**src/tcxo_pkg.sv**
```systemverilog
// constants, register map and types shared by the oscillator control files
// assumes a 100 MHz system clock that also stands in for the crystal base
package tcxo_pkg;
    localparam int         TEMP_W          = 10;
    localparam int         COMP_W          = 12;
    localparam logic [7:0] CMD_DIV_SEL     = 8'h5d;
    localparam logic [7:0] CMD_CONTROL     = 8'h60;
    localparam logic [7:0] CMD_TEMP_HI     = 8'h64;
    localparam logic [7:0] CMD_TEMP_LO     = 8'h65;
    localparam logic [7:0] CMD_TUNING      = 8'h66;
    localparam logic [7:0] DIV_SEL_RESET   = 8'h00;
    localparam logic [7:0] CONTROL_RESET   = 8'h00;
    localparam logic [7:0] TUNING_RESET    = 8'h00;
    localparam logic [7:0] CTL_WRITE_MASK  = 8'h0f;
    localparam int         CTL_DIV_OE_BIT  = 3;
    localparam int         CTL_BASE_OE_BIT = 2;
    localparam int         CTL_TEST_BIT    = 1;
    localparam int         CTL_HALVE_BIT   = 0;
    localparam logic [5:0] SLAVE_ADDR_BASE = 6'h28;
    localparam logic [5:0] TEMP_LO_ZEROS   = 6'h00;

    typedef enum logic [3:0] {
        BUS_IDLE      = 4'h0,
        BUS_ADDR      = 4'h1,
        BUS_ADDR_ACK  = 4'h2,
        BUS_CMD       = 4'h3,
        BUS_CMD_ACK   = 4'h4,
        BUS_WDATA     = 4'h5,
        BUS_WDATA_ACK = 4'h6,
        BUS_RDATA     = 4'h7,
        BUS_RDATA_ACK = 4'h8
    } bus_state_t;
endpackage

```
**src/conv_if.sv**
```systemverilog
// link between the register side and the temperature update sequencer
// assumes both ends sit on the same clock
`timescale 1ns/100ps
interface conv_if;
    import tcxo_pkg::*;
    logic [7:0]        tuning;
    logic [TEMP_W-1:0] temp;
    modport ctrl (output tuning, input temp);
    modport conv (input tuning, output temp);
endinterface

```
**src/temp_update.sv**
```systemverilog
// temperature update sequencer: keeps conversions running, stores results
// assumes the sensor and trim value are logic on the same clock
`timescale 1ns/100ps
module temp_update
    import tcxo_pkg::*;
(
    input  wire logic                        clk,
    input  wire logic                        rst_b,
    input  wire logic [tcxo_pkg::TEMP_W-1:0] sensor_data,
    input  wire logic                        sensor_done,
    input  wire logic [tcxo_pkg::COMP_W-1:0] factory_comp,
    output logic                             conv_start,
    output logic [tcxo_pkg::COMP_W-1:0]      comp_value,
    conv_if.conv                             link
);
    import tcxo_pkg::*;

    typedef struct packed {
        logic              conv_start;
        logic              busy;
        logic [TEMP_W-1:0] temp;
        logic [COMP_W-1:0] comp;
    } upd_state_t;

    upd_state_t s_r;
    upd_state_t s_nxt;

    always_comb begin
        s_nxt = s_r;
        s_nxt.conv_start = 1'b0;
        if (!s_r.busy) begin
            // first conversion starts right after reset without any command
            s_nxt.conv_start = 1'b1;
            s_nxt.busy       = 1'b1;
        end else if (sensor_done) begin
            s_nxt.temp       = sensor_data;
            // tuning is sampled only here, so a write waits for this update
            s_nxt.comp       = factory_comp
                + {{(COMP_W-8){link.tuning[7]}}, link.tuning};
            s_nxt.conv_start = 1'b1;
        end
    end

    always_ff @(posedge clk) begin
        if (!rst_b) begin
            s_r <= '0;
        end else begin
            s_r <= s_nxt;
        end
    end

    assign conv_start = s_r.conv_start;
    assign comp_value = s_r.comp;
    assign link.temp  = s_r.temp;
endmodule

```
**src/tcxo_ctrl.sv**
```systemverilog
// digital control of the compensated oscillator: serial slave, registers,
// output divider and clock gating; assumes clk is the crystal base clock
`timescale 1ns/100ps
module tcxo_ctrl
    import tcxo_pkg::*;
#(
    parameter bit OE_ACTIVE_LOW = 1'b1
) (
    input  wire logic                        clk,
    input  wire logic                        rst_b,
    input  wire logic                        scl_i,
    input  wire logic                        sda_i,
    output logic                             sda_o,
    output logic                             sda_oe,
    input  wire logic                        address_select_pin,
    input  wire logic [tcxo_pkg::TEMP_W-1:0] sensor_data,
    input  wire logic                        sensor_done,
    input  wire logic [tcxo_pkg::COMP_W-1:0] factory_comp,
    output logic                             conv_start,
    output logic [tcxo_pkg::COMP_W-1:0]      comp_value,
    output logic                             base_clock_out,
    output logic                             divided_clock_out
);
    import tcxo_pkg::*;

    typedef struct packed {
        logic [2:0] scl_s;
        logic [2:0] sda_s;
        logic [1:0] a0_s;
        logic [1:0] a0_cnt;
        logic       a0;
        bus_state_t st;
        logic [3:0] bit_cnt;
        logic [7:0] shreg;
        logic       rw;
        logic [7:0] ptr;
        logic       rd_lo;
        logic [7:0] tx;
        logic [7:0] snap_lo;
        logic       sda_oe;
        logic [7:0] divider_select;
        logic [7:0] ctl;
        logic [7:0] tuning;
        logic       base_ph;
        logic [7:0] div_cnt;
        logic [7:0] act_sel;
        logic       act_halve;
        logic       div_lvl;
        logic       base_out;
        logic       div_out;
    } ctrl_state_t;

    ctrl_state_t s_r;
    ctrl_state_t s_nxt;
    conv_if      link ();

    logic [7:0] temp_hi;
    logic [7:0] temp_lo;
    logic       scl;
    logic       scl_prev;
    logic       sda;
    logic       sda_prev;
    logic       bus_start;
    logic       bus_stop;
    logic       scl_rise;
    logic       scl_fall;
    logic       base_en;
    logic       div_en;
    logic       addr_hit;

    // fraction bits sit at the top of the low byte, the rest read zero
    assign temp_hi = link.temp[TEMP_W-1:2];
    assign temp_lo = {link.temp[1:0], TEMP_LO_ZEROS};

    function automatic logic [7:0] reg_read(input logic [7:0] ptr,
                                            input logic [7:0] dsel,
                                            input logic [7:0] ctl,
                                            input logic [7:0] tun,
                                            input logic [7:0] thi,
                                            input logic [7:0] tlo);
        logic [7:0] v;
        v = 8'h00;
        case (ptr)
            CMD_DIV_SEL: v = dsel;
            CMD_CONTROL: v = ctl;
            CMD_TEMP_HI: v = thi;
            CMD_TEMP_LO: v = tlo;
            CMD_TUNING:  v = tun;
            default:     v = 8'h00;
        endcase
        return v;
    endfunction

    // the pins are sampled twice before use; bit 2 is only for edges
    assign scl       = s_r.scl_s[1];
    assign scl_prev  = s_r.scl_s[2];
    assign sda       = s_r.sda_s[1];
    assign sda_prev  = s_r.sda_s[2];
    // 100 MHz oversampling leaves wide margin at 400 kHz bus rate
    assign bus_start = scl && scl_prev && sda_prev && !sda;
    assign bus_stop  = scl && scl_prev && !sda_prev && sda;
    assign scl_rise  = scl && !scl_prev;
    assign scl_fall  = !scl && scl_prev;
    assign base_en   = (s_r.ctl[CTL_BASE_OE_BIT] != OE_ACTIVE_LOW);
    assign div_en    = (s_r.ctl[CTL_DIV_OE_BIT] != OE_ACTIVE_LOW);
    assign addr_hit  = (s_r.shreg[7:1] == {SLAVE_ADDR_BASE, s_r.a0});

    always_comb begin
        s_nxt = s_r;
        s_nxt.scl_s = {s_r.scl_s[1:0], scl_i};
        s_nxt.sda_s = {s_r.sda_s[1:0], sda_i};
        s_nxt.a0_s  = {s_r.a0_s[0], address_select_pin};

        // strap is caught once the synchroniser holds a real sample
        if (s_r.a0_cnt != 2'h3) begin
            s_nxt.a0_cnt = s_r.a0_cnt + 2'h1;
        end
        if (s_r.a0_cnt == 2'h2) begin
            s_nxt.a0 = s_r.a0_s[1];
        end

        if (bus_start) begin
            s_nxt.st      = BUS_ADDR;
            s_nxt.bit_cnt = 4'h0;
            s_nxt.sda_oe  = 1'b0;
        end else if (bus_stop) begin
            s_nxt.st     = BUS_IDLE;
            s_nxt.sda_oe = 1'b0;
        end else begin
            case (s_r.st)
                BUS_ADDR, BUS_CMD, BUS_WDATA: begin
                    if (scl_rise) begin
                        s_nxt.shreg   = {s_r.shreg[6:0], sda};
                        s_nxt.bit_cnt = s_r.bit_cnt + 4'h1;
                    end else if (scl_fall && s_r.bit_cnt == 4'h8) begin
                        s_nxt.bit_cnt = 4'h0;
                        s_nxt.sda_oe  = 1'b1;
                        if (s_r.st == BUS_ADDR) begin
                            if (addr_hit) begin
                                s_nxt.rw = s_r.shreg[0];
                                s_nxt.st = BUS_ADDR_ACK;
                            end else begin
                                s_nxt.sda_oe = 1'b0;
                                s_nxt.st     = BUS_IDLE;
                            end
                        end else if (s_r.st == BUS_CMD) begin
                            s_nxt.ptr   = s_r.shreg;
                            s_nxt.rd_lo = 1'b0;
                            s_nxt.st    = BUS_CMD_ACK;
                        end else begin
                            case (s_r.ptr)
                                CMD_DIV_SEL: begin
                                    s_nxt.divider_select = s_r.shreg;
                                end
                                CMD_CONTROL: begin
                                    s_nxt.ctl = s_r.shreg & CTL_WRITE_MASK;
                                end
                                CMD_TUNING:  s_nxt.tuning = s_r.shreg;
                                default:     s_nxt.tuning = s_r.tuning;
                            endcase
                            s_nxt.st = BUS_WDATA_ACK;
                        end
                    end
                end
                BUS_ADDR_ACK: begin
                    if (scl_fall) begin
                        if (s_r.rw) begin
                            // both temperature bytes are frozen together
                            s_nxt.tx = reg_read(s_r.ptr, s_r.divider_select,
                                                s_r.ctl, s_r.tuning,
                                                temp_hi, temp_lo);
                            s_nxt.snap_lo = temp_lo;
                            s_nxt.sda_oe  = !s_nxt.tx[7];
                            s_nxt.st      = BUS_RDATA;
                        end else begin
                            s_nxt.sda_oe = 1'b0;
                            s_nxt.st     = BUS_CMD;
                        end
                    end
                end
                BUS_CMD_ACK: begin
                    if (scl_fall) begin
                        s_nxt.sda_oe = 1'b0;
                        s_nxt.st     = BUS_WDATA;
                    end
                end
                BUS_WDATA_ACK: begin
                    // further bytes are left unacknowledged: no auto-increment
                    if (scl_fall) begin
                        s_nxt.sda_oe = 1'b0;
                        s_nxt.st     = BUS_IDLE;
                    end
                end
                BUS_RDATA: begin
                    if (scl_fall) begin
                        if (s_r.bit_cnt == 4'h7) begin
                            s_nxt.sda_oe = 1'b0;
                            s_nxt.st     = BUS_RDATA_ACK;
                        end else begin
                            s_nxt.tx      = {s_r.tx[6:0], 1'b0};
                            s_nxt.sda_oe  = !s_r.tx[6];
                            s_nxt.bit_cnt = s_r.bit_cnt + 4'h1;
                        end
                    end
                end
                BUS_RDATA_ACK: begin
                    if (scl_rise && sda) begin
                        s_nxt.st = BUS_IDLE;
                    end else if (scl_fall) begin
                        if (s_r.ptr == CMD_TEMP_HI && !s_r.rd_lo) begin
                            s_nxt.tx    = s_r.snap_lo;
                            s_nxt.rd_lo = 1'b1;
                        end else begin
                            s_nxt.tx = 8'h00;
                        end
                        s_nxt.sda_oe  = !s_nxt.tx[7];
                        s_nxt.bit_cnt = 4'h0;
                        s_nxt.st      = BUS_RDATA;
                    end
                end
                default: begin
                    s_nxt.sda_oe = 1'b0;
                end
            endcase
        end

        // base clock: one flop toggle per cycle, half the system rate
        s_nxt.base_ph = !s_r.base_ph;
        if (!s_r.base_ph) begin
            if (s_r.div_cnt == s_r.act_sel) begin
                s_nxt.div_cnt   = 8'h00;
                s_nxt.act_sel   = s_r.divider_select;
                s_nxt.act_halve = s_r.ctl[CTL_HALVE_BIT];
                s_nxt.div_lvl   = !s_r.div_lvl;
            end else begin
                s_nxt.div_cnt = s_r.div_cnt + 8'h01;
            end
        end
        s_nxt.base_out = base_en && s_nxt.base_ph;
        // non-halved mode: one base-high pulse per n+1 base periods
        s_nxt.div_out  = div_en && (s_nxt.act_halve ? s_nxt.div_lvl
            : (s_nxt.div_cnt == 8'h00 && s_nxt.base_ph));
    end

    always_ff @(posedge clk) begin
        if (!rst_b) begin
            s_r                <= '0;
            s_r.divider_select <= DIV_SEL_RESET;
            s_r.ctl            <= CONTROL_RESET;
            s_r.tuning         <= TUNING_RESET;
        end else begin
            s_r <= s_nxt;
        end
    end

    assign link.tuning       = s_r.tuning;
    assign sda_o             = 1'b0;
    assign sda_oe            = s_r.sda_oe;
    assign base_clock_out    = s_r.base_out;
    assign divided_clock_out = s_r.div_out;

    temp_update u_temp_update (
        .clk          (clk),
        .rst_b        (rst_b),
        .sensor_data  (sensor_data),
        .sensor_done  (sensor_done),
        .factory_comp (factory_comp),
        .conv_start   (conv_start),
        .comp_value   (comp_value),
        .link         (link)
    );
endmodule

```
**config.mk**
```make
export PLATFORM = sky130hd
export DESIGN_NAME = tcxo_ctrl
export DESIGN_NICKNAME = d
export VERILOG_FILES = /design/src/tcxo_pkg.sv /design/src/conv_if.sv /design/src/temp_update.sv /design/src/tcxo_ctrl.sv
export SDC_FILE = /design/constraint.sdc
export NUM_CORES = 1
export LEC_CHECK = 0
export ABC_AREA = 1
export BUFFER_PORTS_ARGS = -buffer_cell sky130_fd_sc_hd__buf_2
export CAP_MARGIN = 20
export CORE_MARGIN = 2
export CORE_UTILIZATION = 60
export DETAILED_ROUTE_END_ITERATION = 12
export GPL_TIMING_DRIVEN = 0
export PLACE_DENSITY_LB_ADDON = 0.2
export SYNTH_ARGS = -nofsm -noshare
export SYNTH_HDL_FRONTEND = slang
export SYNTH_SLANG_ARGS = --single-unit
```
**constraint.sdc**
```tcl
create_clock -name clk -period 2 [get_ports clk]
set_clock_uncertainty 0.2 [all_clocks]
set_input_delay 0.2 -clock clk [delete_from_list [all_inputs] [get_ports clk]]
set_output_delay 0.2 -clock clk [all_outputs]
set_load 0.1 [all_outputs]
```
## Word-level counts from Yosys, hierarchy flattened

Index checks and enable logic that the tools add are counted.

| storage, ports and cells | value |
|---|---|
| word-level logic and storage cells | 210 |
| bits of input ports | 28 |
| output and inout port bits | 17 |
| flip-flop bits (word level) | 113 |

| cells by class | value |
|---|---|
| eq/ne operators | 44 |
| muxes and demuxes | 76 |
| bitwise operators | 9 |
| reductions and logical operators | 48 |
| add/subtract/negate cells | 4 |

Operators with widths:

| cell | number |
|---|---|
| 8-bit 2-to-1 mux | 21 |
| 25-bit 2-to-1 mux | 2 |
| 24-bit 2-to-1 mux | 2 |
| 22-bit 2-to-1 mux | 2 |
| 4-bit 2-to-1 mux | 11 |
| 8-bit by 7-bit == test with 1-bit output, second input constant | 5 |
| 8-bit case mux with 5 select lines | 1 |
| 38-bit 2-to-1 mux | 1 |
| 9-bit 2-to-1 mux | 4 |
| 17-bit 2-to-1 mux | 2 |
| 10-bit 2-to-1 mux | 3 |
| 2-bit inequality test, second input constant | 15 |
| 4-bit inequality test, second input constant | 7 |
| 7-bit AND reduction | 4 |
| 9-bit AND reduction | 3 |
| 4-bit case mux with 6 select lines | 1 |
| 8-bit case mux with 3 select lines | 1 |
| 8-bit AND reduction | 3 |
| 23-bit 2-to-1 mux | 1 |
| 4-bit by 3-bit == test with 1-bit output, second input constant | 5 |
| 18-bit 2-to-1 mux | 1 |
| 16-bit 2-to-1 mux | 1 |
| 1-bit 2-to-1 mux | 15 |
| 1-bit logical AND | 13 |
| 32 further kinds | 57 |

## Longest topological paths before layout

Gate-level depths: netlist (run 1).

| depth | value |
|---|---|
| depth after elaboration | 13 |
| mapped depth | 13 |

## Modules after synthesis

A second synthesis (run 1) with hierarchy kept.

| second synthesis, totals | value |
|---|---|
| cell total of the unflattened synthesis | 884 |
| area, all modules | 6027.0 µm² |

Modules (own cells, without submodules):

| module | area each (µm²) | times used | cells each | seq. area each (µm²) |
|---|---|---|---|---|
| tcxo_ctrl | 4389.2 | 1 | 636 | 1761.7 |
| temp_update | 1637.8 | 1 | 248 | 480.5 |

## Worst setup path after synthesis (run 1)

No wires, ideal clock.

| timing path | value |
|---|---|
| kind | reg2reg |
| start point | reg link.tuning[7] (netlist name) |
| end point | reg u_temp_update.s_r (netlist bit u_temp_update.comp_value[11]) |
| data arrival time | 1511 ps |
| setup time | 115 ps |
| period minus slack after synthesis | 1826 ps |
| path buffers | 0 |
| stages on the path, launching flop included | 9 |
| setup slack | 174 ps |
| data required time | 1685 ps |
| cell sequence | dfxtp_1 > ha_1 > a21oi_1 > nor2_1 > a211oi_1 > o21ai_0 > xor2_1 > o21ai_0 > inv_1 |

| between the ends | value |
|---|---|
| longest elaborated chain between the ends | 1 |

RTL lines:

| what | line | RTL |
|---|---|---|
| 12-bit adder | temp_update.sv:39 | `+ {{(COMP_W-8){link.tuning[7]}}, link.tuning};` |
| end signal: assignment | temp_update.sv:48 | `s_r <= s_nxt;` |
| end: declaration | temp_update.sv:25 | `upd_state_t s_r;` |

No other way between the ends.
A chain may end at the register's enable or synchronous reset.

## Final worst setup path (run 1)

| timing path | value |
|---|---|
| start point | reg link.tuning[2] (netlist name) |
| end point | reg u_temp_update.s_r (netlist bit u_temp_update.comp_value[9]) |

| between the ends | value |
|---|---|
| longest elaborated chain between the ends | 1 |

RTL lines:

| what | line |
|---|---|
| 12-bit adder | temp_update.sv:39 |

No other way between the ends.

==> qor.txt, run 1 <==
power density of the placed cells = 1020 mW/mm2
number of top-level pins = 45
Crit-path slowest cell = sky130_fd_sc_hd__dfxtp_1
CP Cell Sequence = ha_1 -> a21oi_1 -> nand2_2 -> a21oi_4 -> o21ai_1 -> xor2_1 -> o21ai_0 -> inv_1
reg-to-reg endpoint = u_temp_update.comp_value[9]
area taken by multi-input logic gates = 0.00301 mm2
number of enable-type register cells in the synthesized netlist = 0
minimum period implied by the final worst setup slack = 1980 ps
via count of the first global-routing pass = 5153
proportion of synthesized flip-flops having asynchronous set or reset = 0%
hold slack final = 15.8 ps
count of standard-cell rows = 35
GR Layer Usage met2 = 51.6%
worst relative slew slack = 51.6%
core box area = 0.00924 mm2
r2r worst-path depth = 8
family of cells with the greatest summed delay on the critical path = compound AO/OA/AOI/OAI gates
vias per inst = 5.37
Slew Viols, Final = 0
met1 Use GR = 39.1%
netlist area before placement = 0.00574 mm2
floorplan die area = 0.0104 mm2
clock sinks = 112
worst slew pin tran = 726 ps
outcome = finished clean
footprint of the flip-flops and latches = 0.00227 mm2
source-to-sink clock delay at the later pin of the worst-skew pair = 390 ps
htree depth = 3
port bufs = 43
DRC violation count after routing = 0
HP Class = input pin to register
dpl cells = 977
Unique masters post-synth = 49
met3 layer usage reported by global route = 4.55%
logic depth of the worst path, buffers included = 8
total gr overflow = 0
nature of the critical path startpoint = register
area added between synthesis and finish = 16.8%
die outline width = 102 um
leading cell types by total area after synthesis = sky130_fd_sc_hd__dfxtp_1, sky130_fd_sc_hd__nand2_1, sky130_fd_sc_hd__a21oi_1
combined buffer and inverter count along the critical path = 1
syn_nets = 850
layer carrying the most global-route usage = met2
most common cell in the synthesized netlist = sky130_fd_sc_hd__nand2_1
peak fanout along the critical path = 4
Max clock buf depth = 2
post-synthesis area per instance = 7.13 um2
global-route wire length before repair = 24.4 mm
total setup violations reported at the end of the flow = 0
root cell of the clock tree = sky130_fd_sc_hd__clkbuf_8
number of antenna-violating nets in the routed design = 0
TritonCTS Buffers = 9
final weighted congestion in routability-driven placement = 1.00
critical path class = register to register
predominant post-synthesis flop cell = sky130_fd_sc_hd__dfxtp_1
library cell with the largest summed area after synthesis = sky130_fd_sc_hd__dfxtp_1
Slowest Stage Delay on Critical Path = 360 ps
total inserted antenna cells = 0
share of the yosys chip area belonging to registers = 39.1%
clock-pin slew on the worst setup and hold paths = 110 ps
final wirelength = 15.4 mm
maxcap violations = 0
effective utilization at floorplan = 62.1%
data arrival time at the worst-slack endpoint = 2070 ps
number of warnings printed during yosys synthesis = 0
setup repair after global routing missed its margin = yes
Static Leak = 3.06 nW
detailed-route wire length per cell = 15.2 um
number of antenna violations at the first check in global routing = 0
setup slack of the worst register-to-register path = 20 ps
hold path startpoint = factory_comp[0]
share of the cycle needed by the critical path after routing = 98.8%
largest net degree at the start of global routing = 19
required time of the critical path = 2090 ps
Design Power = 6.84 mW
number of nets in the finished design = 926
critical register-to-register path startpoint = link.tuning[2]
worst setup path start = link.tuning[2]
count of state elements after synthesis = 112
Global Route Usage Sum = 30.5%
iteration-0 DRC count of the detailed router = 318
share of post-route cells with drive strength above 1 = 20.5%
Filler Cell Count = 784
upper clock frequency limit = 506 MHz
WHS Endpoint = u_temp_update.comp_value[0]
Synth top cells by count = sky130_fd_sc_hd__nand2_1, sky130_fd_sc_hd__dfxtp_1, sky130_fd_sc_hd__inv_1, sky130_fd_sc_hd__nor2_1, sky130_fd_sc_hd__a21oi_1
maximum vdd ir drop = 1.01 mV
non-filler cells in the finished layout = 1015
top cell type's share of synthesized area = 39.1%
DR pass1 iterations = 5
Finished Core Util = 72.6%
element type at the critical path end = register
CTS tree = done
via count = 5454
Final Hold Violating Endpoints = 0
half-perimeter wire length of the detailed placement result = 11.0 mm
Chip Height = 102 um
Gate Count Post-Synth = 805
cell count of the worst hold path = 4
## report_power, final
part	internal, mW	total (mW)	switching (mW)	leakage [nW]
registers	2.49	2.69	0.202	0.923
clock network	0.500	1.32	0.821	0.0879
logic	0.959	2.83	1.87	2.05
total	3.95	6.84	2.90	3.06
## sequential cells by signal, summed over array words and instances, names as in the netlist
register and flops:
s_nxt 5, u_temp_update.link.temp 10, u_temp_update.conv_start 1, divided_clock_out 1, base_clock_out 1, s_r 72, u_temp_update.comp_value 12, link.tuning 8
sda_oe 1, u_temp_update.s_r 1
## cells by family (layout without fill, tap and decap cells)
group,after synthesis,after routing,share of synthesized area (%)
buf+inv,155,235,11.6
flops,112,112,39.1
xor+xnor,16,16,2.44
compound gates,207,207,19.4
fa+ha+maj,17,17,3.84
other cells,1,1,0.0653
simple gates,297,298,23.5
## layout make-up
class / count / share of cell area (%)
Sequential cell: 112 / 33.8
Clock inverter: 5 / 0.597
Buffer: 33 / 3.04
Clock buffer: 11 / 2.11
Inverter: 122 / 7.03
Tap cell: 129 / 2.41
Multi-Input combinational cell: 539 / 44.9
Timing Repair Buffer: 64 / 6.12
## cells in the final DEF, fill, tap and decap left out, types with 12 or more instances in the layout
| cell | count |
|---|---|
| sky130_fd_sc_hd__clkbuf_1 | 13 |
| sky130_fd_sc_hd__o21ai_0 | 78 |
| sky130_fd_sc_hd__dlygate4sd3_1 | 15 |
| sky130_fd_sc_hd__dfxtp_2 | 18 |
| sky130_fd_sc_hd__dfxtp_1 | 93 |
| sky130_fd_sc_hd__ha_1 | 14 |
| sky130_fd_sc_hd__buf_2 | 46 |
| sky130_fd_sc_hd__inv_1 | 104 |
| sky130_fd_sc_hd__a21oi_1 | 85 |
| sky130_fd_sc_hd__nand3_1 | 20 |
| sky130_fd_sc_hd__inv_2 | 12 |
| sky130_fd_sc_hd__buf_4 | 20 |
| sky130_fd_sc_hd__nand2_1 | 119 |
| sky130_fd_sc_hd__nor2_1 | 92 |
## metrics by stage
stage | TNS (ps) | setup slack (ps) | instance area [um2]
floorplan | 0 | 174 | 5740
global placement | -68.7 | -39.0 | 6120
detailed placement | -355 | -70.9 | 6120
CTS | -0.391 | -0.391 | 6480
global route | -155 | -34.7 | 6710
finish | 0 | 23.3 | 6710
## timing repair
item / 4_1_cts / 5_1_grt
gates cloned: 0 / 1
setup endpoints to repair: 14 / 64
buffers inserted: 1 / 5
pin swaps: 3 / 18
hold buffers: 15 / 0
hold endpoints to repair: 15 / 0
resized for setup: 12 / 72
## metal layers
layer	wire, um	share of wire [%]
met1	6590	43
met2	7480	49
met3	946	6.1
met4	402	2.6
met5	0	0
## worst register-to-register path, cell delays in order, from the launching register on
cell,delay (ps)
sky130_fd_sc_hd__dfxtp_1,360
sky130_fd_sc_hd__ha_1,340
sky130_fd_sc_hd__a21oi_1,200
sky130_fd_sc_hd__nand2_2,140
sky130_fd_sc_hd__a21oi_4,200
sky130_fd_sc_hd__o21ai_1,90
sky130_fd_sc_hd__xor2_1,140
sky130_fd_sc_hd__o21ai_0,150
sky130_fd_sc_hd__inv_1,60
## worst max path at each step
stage	slack, ps	end
floorplan	170	u_temp_update.comp_value[11]
global placement	-40	s_r[59]
detailed placement	-70	u_temp_update.comp_value[11]
CTS	-0.4	s_r[59]
global route	-30	sda_oe
finish	20	u_temp_update.comp_value[9]
(Power assumes the default switching activity.)
==> inputs of run 2 (changes only) <==
--- a/config.mk
+++ b/config.mk
@@ -8,11 +8,13 @@
 export ABC_AREA = 1
 export BUFFER_PORTS_ARGS = -buffer_cell sky130_fd_sc_hd__buf_2
 export CAP_MARGIN = 20
+export CORE_ASPECT_RATIO = 1.2
 export CORE_MARGIN = 2
 export CORE_UTILIZATION = 60
 export DETAILED_ROUTE_END_ITERATION = 12
 export GPL_TIMING_DRIVEN = 0
 export PLACE_DENSITY_LB_ADDON = 0.2
+export RECOVER_POWER = 50
 export SYNTH_ARGS = -nofsm -noshare
 export SYNTH_HDL_FRONTEND = slang
 export SYNTH_SLANG_ARGS = --single-unit
==> run 2 against run 1 <==
Non-clock buffer count rose by 8; global-route usage fell by 1.9 points; routed wire length fell by 2.7%; hold slack improved by 26 ps; cell count did not move; critical path depth fell by 3; total power rose by 8.3%; largest power group unchanged.
==> qor.txt, run 2 (synthesized netlist as in run 1, its figures left out) <==
most common cell after layout, fill and taps aside = sky130_fd_sc_hd__nand2_1
final wirelength = 15.0 mm
root cell of the clock tree = sky130_fd_sc_hd__clkbuf_16
global-route wire length before repair = 23.4 mm
Max clock buf depth = 2
Chip Height = 111 um
footprint of the flip-flops and latches = 0.00226 mm2
number of antenna violations at the first check in global routing = 0
HP Class = input pin to register
commonest cells after routing, fill and taps aside = sky130_fd_sc_hd__nand2_1, sky130_fd_sc_hd__inv_1, sky130_fd_sc_hd__dfxtp_1
upper clock frequency limit = 506 MHz
Finished Core Util = 73.2%
number of antenna-violating nets in the routed design = 0
count of standard-cell rows = 39
DR pass1 iterations = 5
critical path class = input pin to register
final weighted congestion in routability-driven placement = 0.929
area added between synthesis and finish = 20.2%
worst relative slew slack = 55.1%
via count = 5519
power density of the placed cells = 1080 mW/mm2
number of top-level pins = 45
htree depth = 3
internal power = 4.59 mW
CTS tree = done
effective utilization at floorplan = 60.9%
maximum vdd ir drop = 0.939 mV
DRC violation count after routing = 0
via count of the first global-routing pass = 5004
element type at the critical path end = register
sw frac = 38.1%
clock sinks = 112
peak fanout along the critical path = 10
Filler Cell Count = 727
clock-pin slew on the worst setup and hold paths = 70 ps
cell count of the worst hold path = 4
Final Hold Violating Endpoints = 0
vias per inst = 5.44
total setup violations reported at the end of the flow = 0
total gr overflow = 0
Biggest register = s_r
floorplan die area = 0.0104 mm2
die outline width = 93.3 um
area taken by multi-input logic gates = 0.00302 mm2
nature of the critical path startpoint = input pin
maxcap violations = 0
data arrival time at the worst-slack endpoint = 2020 ps
half-perimeter wire length of the detailed placement result = 10.8 mm
part of the power in the clock network = 25.7%
combinational power share = 38.1%
worst slew pin tran = 673 ps
minimum period implied by the final worst setup slack = 1980 ps
Static Leak = 3.17 nW
number of nets in the finished design = 934
iteration-0 DRC count of the detailed router = 340
source-to-sink clock delay at the later pin of the worst-skew pair = 350 ps
share of the cycle needed by the critical path after routing = 98.8%
Global Route Usage Sum = 28.6%
r2r worst-path depth = 11
core box area = 0.00942 mm2
Slew Viols, Final = 0
outcome = finished clean
P_sw = 2.82 mW
setup repair after global routing missed its margin = yes
sequential share of power = 36.3%
flip-flop count of the largest register after layout = 72
port bufs = 43
required time of the critical path = 2040 ps
TritonCTS Buffers = 9
total inserted antenna cells = 0
detailed-route wire length per cell = 14.8 um
share of post-route cells with drive strength above 1 = 20.3%
hold slack final = 41.7 ps
largest net degree at the start of global routing = 17
-- run 2: cell types whose count changed in the layout (fill, tap and decap cells not counted), moves of 3 or more --
cell	previous run	this run
sky130_fd_sc_hd__buf_2	46	27
sky130_fd_sc_hd__buf_4	20	26
sky130_fd_sc_hd__clkbuf_16	0	9
sky130_fd_sc_hd__clkbuf_2	1	19
sky130_fd_sc_hd__clkbuf_8	10	1
sky130_fd_sc_hd__dfxtp_1	93	98
sky130_fd_sc_hd__dfxtp_2	18	12
sky130_fd_sc_hd__ha_1	14	10
sky130_fd_sc_hd__ha_4	0	3
sky130_fd_sc_hd__o21ai_0	78	81
sky130_fd_sc_hd__o21ai_1	10	7
-- run 2: metal layers --
| metal | global-route usage [%] | share of wire [%] | up-vias |
|---|---|---|---|
| met5 | 0 | 0 | - |
| met4 | 10.4 | 2.6 | 0 |
| met3 | 5.37 | 4.9 | 32 |
| met2 | 49.6 | 51 | 166 |
| met1 | 34.8 | 42 | 2554 |
| li1 | - | - | 2767 |
-- run 2: area by class of cell --
class                   count  area share (%)
plain buffers              33            3.07
clock buffers              11            3.52
clock inverters             3           0.980
inverters                 122            6.84
multi-input cells         539            43.8
flip-flops and latches    112            32.8
well taps                 123            2.23
repair buffers             72            6.75
-- run 2: power by group through the flow --
| stage | registers (mW) | logic (mW) | clock network (mW) |
|---|---|---|---|
| after floorplan | 2.76 | 1.95 | 0 |
| after global placement | 2.70 | 2.42 | 0 |
| after detailed placement | 2.72 | 2.48 | 0 |
| after CTS | 2.67 | 2.54 | 1.92 |
| after global routing | 2.71 | 3.12 | 2.01 |
| final | 2.69 | 2.82 | 1.90 |
-- run 2: final timing paths --
kind / slack (ps) / start / end
setup / recovery: 20 / rst_b / s_r[63]
hold / removal: 40 / factory_comp[0] / u_temp_update.comp_value[0]
setup reg to reg: 80 / s_r[81] / link.tuning[4]
hold reg to reg: 220 / s_nxt[94] / s_nxt[95]
-- run 2: what timing repair did --
| item | in CTS | in global routing |
|---|---|---|
| hold buffers | 15 | 0 |
| setup endpoints to repair | 18 | 53 |
| gates cloned | 0 | 1 |
| hold endpoints to repair | 15 | 0 |
| resized for setup | 13 | 66 |
| pin swaps | 3 | 12 |
| buffers inserted | 2 | 12 |
-- run 2: worst max-delay path, cell delays in order --
cell and delay (ps):
sky130_fd_sc_hd__dlygate4sd3_1 560, sky130_fd_sc_hd__buf_2 200, sky130_fd_sc_hd__clkinv_1 320, sky130_fd_sc_hd__clkbuf_1 380
sky130_fd_sc_hd__a211oi_1 350
-- run 2: through the flow --
stage	setup slack (ps)	instances	setup TNS (ps)	total power, mW	instance area [um2]
floorplan	174	805	0	4.71	5740
finish	24.9	1015	0	7.42	6900
detailed placement	-162	971	-713	5.20	6110
CTS	7.00	1002	0	7.13	6610
global route	-33.0	1015	-181	7.84	6900
global placement	-49.9	971	-204	5.12	6110
==> inputs of run 3 (changes only) <==
--- a/config.mk
+++ b/config.mk
@@ -13,8 +13,9 @@
 export CORE_UTILIZATION = 60
 export DETAILED_ROUTE_END_ITERATION = 12
 export GPL_TIMING_DRIVEN = 0
-export PLACE_DENSITY_LB_ADDON = 0.2
+export PLACE_DENSITY = 0.89
 export RECOVER_POWER = 50
+export SLEW_MARGIN = 20
 export SYNTH_ARGS = -nofsm -noshare
 export SYNTH_HDL_FRONTEND = slang
 export SYNTH_SLANG_ARGS = --single-unit
==> run 3 against run 2 <==
Clock power is 9% lower; setup slack got worse by 14 ps; sequential power hardly changed; via count rose by 2.8%; cell count down 0.20%; first-iteration DRC count is 66% higher; sequential cell count unchanged; hold slack better by 62 ps.
==> qor.txt, run 3 (synthesized netlist as in run 1, its figures left out) <==
Crit-path slowest cell = sky130_fd_sc_hd__dfxtp_2
data arrival time at the worst-slack endpoint = 2040 ps
total gr overflow = 0
share of post-route cells with drive strength above 1 = 21.1%
share of the cycle needed by the critical path after routing = 99.5%
number of top-level pins = 45
via count of the first global-routing pass = 5161
via count = 5675
maximum vdd ir drop = 0.789 mV
power density of the placed cells = 1050 mW/mm2
minimum period implied by the final worst setup slack = 1990 ps
half-perimeter wire length of the detailed placement result = 10.1 mm
floorplan die area = 0.0104 mm2
nature of the critical path startpoint = register
peak fanout along the critical path = 3
global-route wire length before repair = 23.7 mm
effective utilization at floorplan = 60.9%
largest net degree at the start of global routing = 19
source-to-sink clock delay at the later pin of the worst-skew pair = 360 ps
required time of the critical path = 2050 ps
number of antenna violations at the first check in global routing = 0
HP Class = input pin to register
number of antenna-violating nets in the routed design = 0
Static Leak = 3.12 nW
critical path class = register to register
Chip Height = 111 um
footprint of the flip-flops and latches = 0.00228 mm2
detailed-route wire length per cell = 15.4 um
iteration-0 DRC count of the detailed router = 564
total inserted antenna cells = 0
maxcap violations = 0
Filler Cell Count = 676
die outline width = 93.3 um
Max clock buf depth = 2
worst setup path start = link.tuning[0]
clock-pin slew on the worst setup and hold paths = 70 ps
clock sinks = 112
htree depth = 3
port bufs = 43
Total Neg Setup Slack = 0 ps
total setup violations reported at the end of the flow = 0
element type at the critical path end = register
Biggest register = s_r
Global Route Usage Sum = 28.8%
worst slew pin tran = 661 ps
outcome = finished clean
critical register-to-register path startpoint = link.tuning[0]
Finished Core Util = 73.3%
CP Cell Sequence = ha_1 -> inv_1 -> fa_2 -> inv_1 -> a21oi_1 -> nor2_1 -> nor2_1 -> xnor2_1 -> o21ai_0 -> inv_1
Slowest Stage Delay on Critical Path = 370 ps
area taken by multi-input logic gates = 0.00307 mm2
TritonCTS Buffers = 9
worst relative slew slack = 55.9%
flip-flop count of the largest register after layout = 72
DR pass1 iterations = 7
CTS tree = done
count of standard-cell rows = 39
root cell of the clock tree = sky130_fd_sc_hd__clkbuf_16
vias per inst = 5.60
commonest cells after routing, fill and taps aside = sky130_fd_sc_hd__nand2_1, sky130_fd_sc_hd__inv_1, sky130_fd_sc_hd__dfxtp_1
Final Hold Violating Endpoints = 0
hold path startpoint = factory_comp[0]
DRC violation count after routing = 0
area added between synthesis and finish = 20.2%
Critical Path Most Common Cell = sky130_fd_sc_hd__inv_1
Slew Viols, Final = 0
final wirelength = 15.6 mm
setup repair after global routing missed its margin = yes
most common cell after layout, fill and taps aside = sky130_fd_sc_hd__nand2_1
number of nets in the finished design = 930
upper clock frequency limit = 503 MHz
final weighted congestion in routability-driven placement = 0.945
core box area = 0.00942 mm2
-- run 3: cell count changes in the layout (fill, tap and decap cells not counted), moves of 2 or more --
cell | previous run | this run
sky130_fd_sc_hd__bufinv_16 | 2 | 0
sky130_fd_sc_hd__inv_1 | 105 | 107
sky130_fd_sc_hd__buf_2 | 27 | 29
sky130_fd_sc_hd__nand3_2 | 2 | 4
sky130_fd_sc_hd__nor2_2 | 9 | 11
sky130_fd_sc_hd__dfxtp_4 | 2 | 5
sky130_fd_sc_hd__nand3_1 | 22 | 20
sky130_fd_sc_hd__dfxtp_1 | 98 | 95
sky130_fd_sc_hd__clkinv_4 | 0 | 4
sky130_fd_sc_hd__a21oi_1 | 85 | 83
sky130_fd_sc_hd__clkbuf_2 | 19 | 16
-- run 3: layout make-up --
type | instances | area share, %
Multi-Input combinational cell | 539 | 44.5
Sequential cell | 112 | 33.0
Inverter | 122 | 6.75
Timing Repair Buffer | 69 | 6.49
Clock buffer | 11 | 3.52
Buffer | 32 | 2.92
Tap cell | 123 | 2.23
Clock inverter | 5 | 0.617
-- run 3: worst paths after layout --
| kind | endpoint | slack (ps) | cells after the start |
|---|---|---|---|
| worst max register to register | u_temp_update.comp_value[8] | 10 | 10 |
| worst min-delay path | u_temp_update.comp_value[0] | 100 | 4 |
| worst max-delay path | u_temp_update.comp_value[8] | 10 | 10 |
| worst min register to register | s_r[92] | 220 | 2 |
-- run 3: metal layers --
metal  GRT usage (%)  share of wire (%)  vias up
met3            6.05                5.1       67
met2            48.0                 50      235
met1            33.5                 40     2613
li1                -                  -     2760
met4            17.3                5.1        0
met5               0                  0        -
-- run 3: metrics by stage --
step           hold WS [ps]  total power [mW]  setup slack (ps)  cells  cell area [um2]
4_1_cts                43.5              6.90              1.40   1004             6570
2_1_floorplan          27.7              4.71               174    805             5740
3_3_place_gp            180              5.11             -57.6    971             6110
6_report                103              7.26              10.7   1013             6900
3_5_place_dp            185              5.17              -127    971             6110
5_1_grt                 135              7.70              -117   1013             6900
-- run 3: repair_timing --
action / in CTS / in global routing
endpoints found under the setup margin: 7 / 63
cloned: 0 / 1
hold endpoints to repair: 15 / 0
pin swaps: 0 / 16
buffers inserted: 2 / 9
hold buffers: 15 / 0
gates resized for setup: 6 / 82
-- run 3: critical path, delay by kind of cell (launching register included) --
kind,cells,cell delay (ps)
and+or+nand+nor,2,220
AOI/OAI and AO/OA,2,230
DFF,1,370
buffers and inverters,3,220
adders and majority gates,2,530
xor gates and xnor gates,1,110
-- run 3: where the power goes --
group	internal [mW]	total, mW	switching [mW]
sequential	2.50	2.71	0.212
combinational	0.951	2.82	1.87
clock	0.889	1.73	0.844
